--- src/rtl/cfg_regs_consts.svh ---
/*
 * constants of the conversion and option configuration registers:
 * addresses, bit positions, masks, reset values and timing figures.
 * assumes a 100 MHz system clock.
 */
`ifndef CFG_REGS_CONSTS_SVH
`define CFG_REGS_CONSTS_SVH

// register addresses
`define ADDR_CONV_CFG     8'h19
`define ADDR_OPT_CFG      8'h1A
// reset values
`define RST_CONV_CFG      8'h00
`define RST_OPT_CFG       8'h00
// writable bits: reserved and self-clearing bits are never stored
`define WMASK_CONV_CFG    8'h77
`define WMASK_OPT_CFG     8'h7B
// software reset bit of the conversion register
`define BIT_SW_RESET      7
// single-channel select codes
`define SEL_SUPPLY        3'h0
`define SEL_INT_TEMP      3'h1
`define SEL_EXT_OR_IN1    3'h2
`define SEL_IN2           3'h3
`define SEL_IN3           3'h4
`define SEL_IN4           3'h5
// input-pair codes
`define PAIR_INPUTS       2'h0
`define PAIR_EXT_DIODE    2'h2
// converter source codes driven out
`define SRC_SUPPLY        3'h0
`define SRC_INT_TEMP      3'h1
`define SRC_EXT_TEMP      3'h2
`define SRC_IN1           3'h3
`define SRC_IN2           3'h4
`define SRC_IN3           3'h5
`define SRC_IN4           3'h6
// averaging
`define AVG_ON_SAMPLES    5'h10
`define AVG_OFF_SAMPLES   5'h01
// timing figures as printed, and the clock
`define CLK_KHZ           100000
`define BUS_TMO_MS        25
`define ADC_SLOW_KHZ_X10  14
`define ADC_FAST_KHZ_X10  225
`define BUS_TMO_CYC       (`BUS_TMO_MS * `CLK_KHZ)
`define ADC_SLOW_DIV      ((`CLK_KHZ * 10) / `ADC_SLOW_KHZ_X10)
`define ADC_FAST_DIV      ((`CLK_KHZ * 10) / `ADC_FAST_KHZ_X10)

`endif

--- src/rtl/cfg_regs_pkg.sv ---
/*
 * types of the configuration register block.
 * assumes nothing beyond the constants header.
 */
package cfg_regs_pkg;

   // conversion mode register, bit 7 down to bit 0
   typedef struct packed {
      logic       sw_reset;
      logic       bus_tmo_en;
      logic       avg_dis;
      logic       single;
      logic       rsvd3;
      logic [2:0] chan_sel;
   } conv_cfg_t;

   // converter and dac option register, bit 7 down to bit 0
   typedef struct packed {
      logic rsvd7;
      logic dacb_ext_temp;
      logic daca_int_temp;
      logic adc_ref_vdd;
      logic upd_by_reg;
      logic rsvd2;
      logic tvo_10bit;
      logic adc_fast;
   } opt_cfg_t;

   // register access decoded from the serial interface
   typedef struct packed {
      logic [7:0] addr;
      logic       wr;
      logic       rd;
      logic [7:0] wdata;
   } reg_req_t;

endpackage

--- src/rtl/bus_clk_timeout.sv ---
/*
 * serial clock low-time watchdog.
 * assumes the clock pin is asynchronous and the limit fits 22 bits.
 */
`timescale 1ns/100ps
`include "cfg_regs_consts.svh"

module bus_clk_timeout #(
   parameter int LIMIT = `BUS_TMO_CYC
) (
   // clock and reset
   input  wire logic clk_i,
   input  wire logic rst_n_i,
   // control
   input  wire logic en_i,
   input  wire logic scl_pin_i,
   // result
   output logic      timeout_o,
   output logic      release_o
);

   logic        scl_m_r;
   logic        scl_s_r;
   logic [21:0] cnt_r;

   // two-flop synchroniser of the clock pin
   always_ff @(posedge clk_i) begin
      if (!rst_n_i) begin
         scl_m_r <= 1'b1;
         scl_s_r <= 1'b1;
      end else begin
         scl_m_r <= scl_pin_i;
         scl_s_r <= scl_m_r;
      end
   end

   // low-time counter, saturates when it reaches the limit
   always_ff @(posedge clk_i) begin
      if (!rst_n_i || scl_s_r || !en_i) begin
         cnt_r <= '0;
      end else if (cnt_r != 22'(LIMIT)) begin
         cnt_r <= cnt_r + 22'h1;
      end
   end

   // one pulse on timeout, then hold sda free until the clock returns
   always_ff @(posedge clk_i) begin
      if (!rst_n_i || scl_s_r || !en_i) begin
         timeout_o <= 1'b0;
         release_o <= 1'b0;
      end else begin
         timeout_o <= (cnt_r == 22'(LIMIT - 1));
         if (cnt_r == 22'(LIMIT - 1)) begin
            release_o <= 1'b1;
         end
      end
   end

endmodule // bus_clk_timeout

--- src/rtl/converter_mode_config_regs.sv ---
/*
 * conversion mode and dac/adc option registers with the logic they
 * steer: channel choice, cycling, averaging, adc clock, bus timeout,
 * software reset and temperature-proportional dac outputs.
 * assumes the serial interface hands over decoded same-clock accesses
 * and that the first control register lives outside this block.
 */
// What this block does
// - single mode converts supply, temps or inputs by 3-bit code; 110/111 reserved.
// - code 010 converts external diode or first input per input-pair field.
// - cycle bit 0 is round robin, 1 single channel; round robin at reset.
// - measurements average 16 samples unless averaging-disable bit is set.
// - with timeout on, clock low beyond 25 ms abandons transfer, frees data.
// - writing 1 to software reset restores all registers and dac outputs.
// - speed bit picks 1.4 kHz or 22.5 kHz adc clock, fast kills filters.
// - resolution bit picks 8 or 10 bit thermal output; 8-bit variant ignores it.
// - update-source bit picks load pin or register control of dac updates.
// - reference bit picks internal reference or supply for voltage inputs.
// - enable bit drives first dac from internal temperature.
// - enable bit drives second dac from external temperature.
// - the two registers sit at 0x19 and 0x1A.
// - both registers read zero after power-up.
// - update-source bit ignored while shared pin is third voltage input.
// - conversions run only while monitoring enable is set.
// - input pair 00 picks inputs one and two, 10 picks external diode.
`timescale 1ns/100ps
`include "cfg_regs_consts.svh"

module converter_mode_config_regs
   import cfg_regs_pkg::*;
#(
   parameter int   BUS_TMO_LIMIT = `BUS_TMO_CYC,
   parameter int   ADC_SLOW_DIV  = `ADC_SLOW_DIV,
   parameter int   ADC_FAST_DIV  = `ADC_FAST_DIV,
   parameter logic DAC8_ONLY     = 1'b0
) (
   // clock and reset
   input  wire logic        CLK_SYS_I,
   input  wire logic        RESET_N_I,
   // register access
   input  wire reg_req_t    REG_REQ_I,
   output logic [7:0]       RDATA_O,
   output logic             RD_HIT_O,
   // first control register fields
   input  wire logic        MON_EN_I,
   input  wire logic [1:0]  INPUT_PAIR_I,
   input  wire logic        SHARED_PIN_IN3_I,
   // conversion engine
   input  wire logic        CONV_DONE_I,
   input  wire logic [9:0]  INT_TEMP_I,
   input  wire logic [9:0]  EXT_TEMP_I,
   output logic             CONV_EN_O,
   output logic [2:0]       ADC_SRC_O,
   output logic [4:0]       AVG_SAMPLES_O,
   output logic             ADC_CLK_EN_O,
   output logic             ADC_FILTER_OFF_O,
   output logic             ADC_REF_VDD_O,
   // dac path
   input  wire logic [11:0] DAC_A_CODE_I,
   input  wire logic [11:0] DAC_B_CODE_I,
   output logic [11:0]      DAC_A_O,
   output logic [11:0]      DAC_B_O,
   output logic             TVO_10BIT_O,
   output logic             DAC_UPD_BY_REG_O,
   // serial bus and device reset
   input  wire logic        SCL_I,
   output logic             SDA_RELEASE_O,
   output logic             BUS_TIMEOUT_O,
   output logic             SOFT_RESET_O
);

   conv_cfg_t   cfg2_r;
   opt_cfg_t    cfg3_r;
   logic        soft_rst_r;
   logic        hit2;
   logic        hit3;
   logic [2:0]  rr_r;
   logic [2:0]  code;
   logic [16:0] div_r;
   logic        speed_r;
   logic        tvo10;

   assign hit2  = (REG_REQ_I.addr == `ADDR_CONV_CFG);
   assign hit3  = (REG_REQ_I.addr == `ADDR_OPT_CFG);
   assign tvo10 = cfg3_r.tvo_10bit & ~DAC8_ONLY;

   ////////////////////////////////////////////////////////////////////
   // software reset request, one cycle after the write
   always_ff @(posedge CLK_SYS_I) begin
      if (!RESET_N_I || soft_rst_r) begin
         soft_rst_r <= 1'b0;
      end else begin
         soft_rst_r <= REG_REQ_I.wr & hit2 &
                       REG_REQ_I.wdata[`BIT_SW_RESET];
      end
   end
   assign SOFT_RESET_O = soft_rst_r;

   // conversion mode register; reset bit itself is never stored
   always_ff @(posedge CLK_SYS_I) begin
      if (!RESET_N_I || soft_rst_r) begin
         cfg2_r <= `RST_CONV_CFG;
      end else if (REG_REQ_I.wr && hit2) begin
         cfg2_r <= REG_REQ_I.wdata & `WMASK_CONV_CFG;
      end
   end

   // option register
   always_ff @(posedge CLK_SYS_I) begin
      if (!RESET_N_I || soft_rst_r) begin
         cfg3_r <= `RST_OPT_CFG;
      end else if (REG_REQ_I.wr && hit3) begin
         cfg3_r <= REG_REQ_I.wdata & `WMASK_OPT_CFG;
      end
   end

   // read data, unmapped addresses answer zero without hit
   always_ff @(posedge CLK_SYS_I) begin
      if (!RESET_N_I) begin
         RDATA_O  <= 8'h00;
         RD_HIT_O <= 1'b0;
      end else begin
         RD_HIT_O <= REG_REQ_I.rd & (hit2 | hit3);
         if (REG_REQ_I.rd && hit2) begin
            RDATA_O <= cfg2_r;
         end else if (REG_REQ_I.rd && hit3) begin
            RDATA_O <= cfg3_r;
         end else if (REG_REQ_I.rd) begin
            RDATA_O <= 8'h00;
         end
      end
   end

   ////////////////////////////////////////////////////////////////////
   // round-robin slot, advances on each finished conversion
   always_ff @(posedge CLK_SYS_I) begin
      if (!RESET_N_I || soft_rst_r || cfg2_r.single) begin
         rr_r <= `SEL_SUPPLY;
      end else if (CONV_DONE_I && MON_EN_I) begin
         rr_r <= (rr_r == `SEL_IN4) ? `SEL_SUPPLY : rr_r + 3'h1;
      end
   end

   assign code = cfg2_r.single ? cfg2_r.chan_sel : rr_r;

   // source selection and run enable
   always_ff @(posedge CLK_SYS_I) begin
      if (!RESET_N_I || soft_rst_r) begin
         ADC_SRC_O <= `SRC_SUPPLY;
         CONV_EN_O <= 1'b0;
      end else begin
         CONV_EN_O <= MON_EN_I & (code <= `SEL_IN4);
         unique case (code)
            `SEL_SUPPLY:      ADC_SRC_O <= `SRC_SUPPLY;
            `SEL_INT_TEMP:    ADC_SRC_O <= `SRC_INT_TEMP;
            `SEL_EXT_OR_IN1: begin
               if (INPUT_PAIR_I == `PAIR_EXT_DIODE) begin
                  ADC_SRC_O <= `SRC_EXT_TEMP;
               end else begin
                  ADC_SRC_O <= `SRC_IN1;
               end
            end
            `SEL_IN2:         ADC_SRC_O <= `SRC_IN2;
            `SEL_IN3:         ADC_SRC_O <= `SRC_IN3;
            `SEL_IN4:         ADC_SRC_O <= `SRC_IN4;
            default:          ADC_SRC_O <= ADC_SRC_O; // reserved codes
         endcase
      end
   end

   // static option outputs
   always_ff @(posedge CLK_SYS_I) begin
      if (!RESET_N_I || soft_rst_r) begin
         AVG_SAMPLES_O    <= `AVG_ON_SAMPLES;
         ADC_FILTER_OFF_O <= 1'b0;
         ADC_REF_VDD_O    <= 1'b0;
         TVO_10BIT_O      <= 1'b0;
         DAC_UPD_BY_REG_O <= 1'b0;
      end else begin
         AVG_SAMPLES_O    <= cfg2_r.avg_dis ? `AVG_OFF_SAMPLES
                                            : `AVG_ON_SAMPLES;
         ADC_FILTER_OFF_O <= cfg3_r.adc_fast;
         ADC_REF_VDD_O    <= cfg3_r.adc_ref_vdd;
         TVO_10BIT_O      <= tvo10;
         DAC_UPD_BY_REG_O <= cfg3_r.upd_by_reg & ~SHARED_PIN_IN3_I;
      end
   end

   ////////////////////////////////////////////////////////////////////
   // adc clock enable divider, restarts on a speed change
   always_ff @(posedge CLK_SYS_I) begin
      if (!RESET_N_I || soft_rst_r || speed_r != cfg3_r.adc_fast) begin
         div_r        <= '0;
         ADC_CLK_EN_O <= 1'b0;
         speed_r      <= !RESET_N_I ? 1'b0 :
                         (soft_rst_r ? 1'b0 : cfg3_r.adc_fast);
      end else begin
         if (div_r == (speed_r ? 17'(ADC_FAST_DIV - 1)
                               : 17'(ADC_SLOW_DIV - 1))) begin
            div_r        <= '0;
            ADC_CLK_EN_O <= 1'b1;
         end else begin
            div_r        <= div_r + 17'h1;
            ADC_CLK_EN_O <= 1'b0;
         end
      end
   end

   // dac outputs, temperature-proportional when enabled
   always_ff @(posedge CLK_SYS_I) begin
      if (!RESET_N_I || soft_rst_r) begin
         DAC_A_O <= 12'h000;
         DAC_B_O <= 12'h000;
      end else begin
         if (cfg3_r.daca_int_temp) begin
            DAC_A_O <= tvo10 ? {INT_TEMP_I, 2'h0}
                             : {INT_TEMP_I[9:2], 4'h0};
         end else begin
            DAC_A_O <= DAC_A_CODE_I;
         end
         if (cfg3_r.dacb_ext_temp) begin
            DAC_B_O <= tvo10 ? {EXT_TEMP_I, 2'h0}
                             : {EXT_TEMP_I[9:2], 4'h0};
         end else begin
            DAC_B_O <= DAC_B_CODE_I;
         end
      end
   end

   // serial clock watchdog
   bus_clk_timeout #(
      .LIMIT     (BUS_TMO_LIMIT)
   ) u_tmo (
      .clk_i     (CLK_SYS_I),
      .rst_n_i   (RESET_N_I),
      .en_i      (cfg2_r.bus_tmo_en),
      .scl_pin_i (SCL_I),
      .timeout_o (BUS_TIMEOUT_O),
      .release_o (SDA_RELEASE_O)
   );
endmodule // converter_mode_config_regs

--- config.mk ---
export PLATFORM = sky130hd
export DESIGN_NAME = converter_mode_config_regs
export DESIGN_NICKNAME = d
export VERILOG_FILES = /design/src/rtl/cfg_regs_pkg.sv /design/src/rtl/bus_clk_timeout.sv /design/src/rtl/converter_mode_config_regs.sv
export VERILOG_INCLUDE_DIRS = /design/src /design/src/rtl
export SDC_FILE = /design/constraint.sdc
export NUM_CORES = 1
export LEC_CHECK = 0
export BUFFER_PORTS_ARGS = -buffer_cell sky130_fd_sc_hd__buf_4
export CORE_UTILIZATION = 35
export CTS_CLUSTER_SIZE = 8
export DETAILED_ROUTE_END_ITERATION = 10
export PLACE_DENSITY = 0.57
export SYNTH_ARGS = -nofsm -noshare
export SYNTH_HDL_FRONTEND = slang
export SYNTH_HIERARCHICAL = 1
export SYNTH_SLANG_ARGS = --single-unit
--- constraint.sdc ---
create_clock -name CLK_SYS_I -period 2.6 [get_ports CLK_SYS_I]
set_input_delay 0.26 -clock CLK_SYS_I [delete_from_list [all_inputs] [get_ports CLK_SYS_I]]
set_output_delay 0.26 -clock CLK_SYS_I [all_outputs]
set_load 0.005 [all_outputs]
==> metrics <==
relative slew slack 0.4923; Final Hold Vio Count 0; Layout Utilization 0.4722; number of detailed-route iterations in the first pass 7; cells after synthesis 465; data arrival time of the critical path 2.15 ns; number of buffers added for setup after CTS 0; achievable clock frequency 534.1 MHz; relative area change from synthesis to final layout 28.87%; Worst-path clk slew 0.07 ns; commonest cells in the netlist 102 x sky130_fd_sc_hd__dfxtp_1, 44 x sky130_fd_sc_hd__nor2_1, 41 x sky130_fd_sc_hd__nand2_1, 24 x sky130_fd_sc_hd__nand3_1; count of routing violations after the opening detailed-route iteration 145; slew at the pin with the worst max-slew slack 0.7605 ns; global-route met1 utilization 0.1971; WL per Instance 13.85 um; Synth Flop Type sky130_fd_sc_hd__dfxtp_1; Final Max Tran Viols 0; sum of negative setup slack 0 ns; final critical delay including setup and external delays 1.872 ns; maximum ir drop on the vdd rail 0.0003134 V; maximum level of the CTS H-tree 3; remaining antenna violation count after routing 0; crit-path max FO 12; drt total wl 9.959 mm; reported leakage power 2.101 nW; CP Launch Type flop; final weighted congestion in routability-driven placement 0.7421; dominant cell by count in the synthesized netlist sky130_fd_sc_hd__dfxtp_1; global-route wire length before repair 16.57 mm; largest cells by area after synthesis sky130_fd_sc_hd__dfxtp_1 48%, sky130_fd_sc_hd__mux2i_1 4.0%, sky130_fd_sc_hd__nor2_1 3.9%, sky130_fd_sc_hd__nand2_1 3.6%, sky130_fd_sc_hd__nand3_1 2.8%; Final Cycle Share 0.7202; via count of the first global-routing pass 3,477; status complete, but fails checks; Boundary Pins 120; number of CTS-inserted buffers 9; clk root buf sky130_fd_sc_hd__clkbuf_16; CP endpoint kind flop; asr flop ratio synth 0; number of sinks driven by the clock tree 103; hold buffer count at CTS 0; number of vias per cell after detailed routing 5.075; violations in the final reports design-rule violations; met2 layer usage reported by global route 0.2580; cell taking the most area after synthesis sky130_fd_sc_hd__dfxtp_1; starting density of the core 0.3664; Netlist Area Pre-Place 0.004255 mm2; post-synthesis area per instance 9.151 um2; crit-path max cell delay 0.50 ns; total of buffers placed on input and output ports 115; Core ar. 0.01161 mm2; detailed placement HPWL 7.277 mm; clock tree from TritonCTS done; total number of placement rows 39; final net count 646; maximum number of pins on one net before global-route repair 31; Die ar. 0.01260 mm2; antenna violations before repair 0; Maximum Capacitance Violations 0; number of flops mapped to enable cells by yosys 1; Resized cells post-CTS 0; number of vias in the routed layout 3,649; Yosys warning count 6; Total GRT Usage 0.1662; unrepaired setup endpoints after global routing false; fraction of layout instances using a drive strength above 1 0.2622; GRT Max-Usage Layer met2; final routed DRC violation total 3; classification of the worst setup path flop to flop; worst path required time 2.88 ns; final setup skew 0.006630 ns; Cell Pwr Density 560.1 mW/mm2; part of the Yosys area used for sequential elements 0.4869; Max clock buf depth 2; Critical Path, Cell by Cell or3_1 > or4_1 > a21oi_2 > nor2b_1; global route total overflow 0; top cell type's share of synthesized area 0.4799; class of the tightest hold or removal check primary input to flop; Final setup viols 0; Synth cell types 50; synthesized flop and latch total 103; Power Total 3.071 mW; Slowest-stage cell, CP sky130_fd_sc_hd__a21oi_2; Die Y-Extent 112.3 um; global-route track usage on met3 0.08639; number of antenna diodes 0; clock insertion delay at the later pin of the skew report 0.35 ns; die width 112.3 um
-- placed cells by master (no fill, tap or decap), types with 3 or more instances in the layout --
cell type                   instances
sky130_fd_sc_hd__and4_1             4
sky130_fd_sc_hd__clkbuf_16          9
sky130_fd_sc_hd__nor3b_1            7
sky130_fd_sc_hd__nand2b_1           8
sky130_fd_sc_hd__mux2_2             3
sky130_fd_sc_hd__nand2_1           41
sky130_fd_sc_hd__xor2_1            12
sky130_fd_sc_hd__nor4b_1            5
sky130_fd_sc_hd__conb_1             4
sky130_fd_sc_hd__a31o_2             4
sky130_fd_sc_hd__and2_1             5
sky130_fd_sc_hd__nand4b_1           3
sky130_fd_sc_hd__nand4_1           15
sky130_fd_sc_hd__mux2i_1           17
sky130_fd_sc_hd__nand3_1           24
sky130_fd_sc_hd__inv_1             10
sky130_fd_sc_hd__or4_1              4
sky130_fd_sc_hd__nor2_1            44
sky130_fd_sc_hd__nor2b_1            8
sky130_fd_sc_hd__dfxtp_1          102
sky130_fd_sc_hd__a21oi_1           23
sky130_fd_sc_hd__nor3_1            23
sky130_fd_sc_hd__o21ai_0           21
sky130_fd_sc_hd__xnor2_1           13
sky130_fd_sc_hd__and3_4             3
sky130_fd_sc_hd__o221ai_1           5
sky130_fd_sc_hd__or3_1              8
sky130_fd_sc_hd__ha_1               3
sky130_fd_sc_hd__buf_4            118
sky130_fd_sc_hd__nor4_1             6
-- stage by stage --
step	setup WS [ns]	cells	hold slack [ns]	instance area, um2
floorplan	0.9473	468	0.3330	4267
global route	0.5933	719	0.06826	5484
CTS	0.7271	719	0.06090	5484
finish	0.7276	719	0.07531	5484
global placement	0.7772	705	0.3982	5214
detailed placement	0.7419	705	0.3928	5214
-- worst paths after layout --
check                                         startpoint                          end  slack (ns)  depth (start not counted)
worst max-delay path                 div_r[4]$_SDFF_PP0_      ADC_CLK_EN_O$_SDFF_PP0_        0.73                          4
worst max register to register       div_r[4]$_SDFF_PP0_      ADC_CLK_EN_O$_SDFF_PP0_        0.73                          4
worst min-delay path                    SHARED_PIN_IN3_I  DAC_UPD_BY_REG_O$_SDFF_PP0_        0.08                          2
worst min register to register  u_tmo/scl_m_r$_SDFF_PN1_     u_tmo/scl_s_r$_SDFF_PN1_        0.41                          1
-- flip-flops by register name, summed over array words and instances (netlist names), 2 cells and up --
| signal | cells |
|---|---|
| u_tmo/cnt_r | 22 |
| div_r | 17 |
| DAC_A_O | 12 |
| DAC_B_O | 12 |
| RDATA_O | 7 |
| cfg2_r | 6 |
| cfg3_r | 5 |
| ADC_SRC_O | 3 |
| rr_r | 3 |
| AVG_SAMPLES_O | 2 |
-- where the power goes --
group | switching [mW] | total [mW] | internal [mW]
Combinational | 0.0757 | 0.196 | 0.120
Sequential | 0.0116 | 1.62 | 1.61
Clock | 0.585 | 1.25 | 0.670
-- critical path: cells and delay by family (launching register included) --
kind	cells	cell delay, ns
compound gates	1	0.50
simple gates	3	0.95
flops	1	0.35
-- cell type report --
| type | instances | area [um2] |
|---|---|---|
| clock inverter | 4 | 31.28 |
| tap | 143 | 178.9 |
| multi-input combinational | 331 | 2039 |
| clock buffer | 10 | 239.0 |
| sequential | 103 | 2072 |
| timing repair buffer | 118 | 885.9 |
| inverter | 10 | 37.54 |
| fill | 1117 | 6130 |
-- per-layer routing --
| layer | vias up | share of wire |
|---|---|---|
| met5 | - | 0 |
| met4 | 0 | 0.016 |
| li1 | 1856 | - |
| met1 | 1668 | 0.45 |
| met2 | 111 | 0.44 |
| met3 | 14 | 0.094 |
-- kinds of logic after synthesis --
| kind of cell | Yosys count | share of synthesized area |
|---|---|---|
| other | 1 | 0.0008812 |
| AND/OR/NAND/NOR | 217 | 0.2790 |
| multiplexers | 20 | 0.04793 |
| buffers and inverters | 34 | 0.03646 |
| AO/OA/AOI/OAI | 62 | 0.08850 |
| flip-flops | 103 | 0.4869 |
| XOR/XNOR | 25 | 0.05146 |
| adder cells (fa/ha/maj) | 3 | 0.008822 |
No activity file was read; power rests on OpenSTA's default activity.
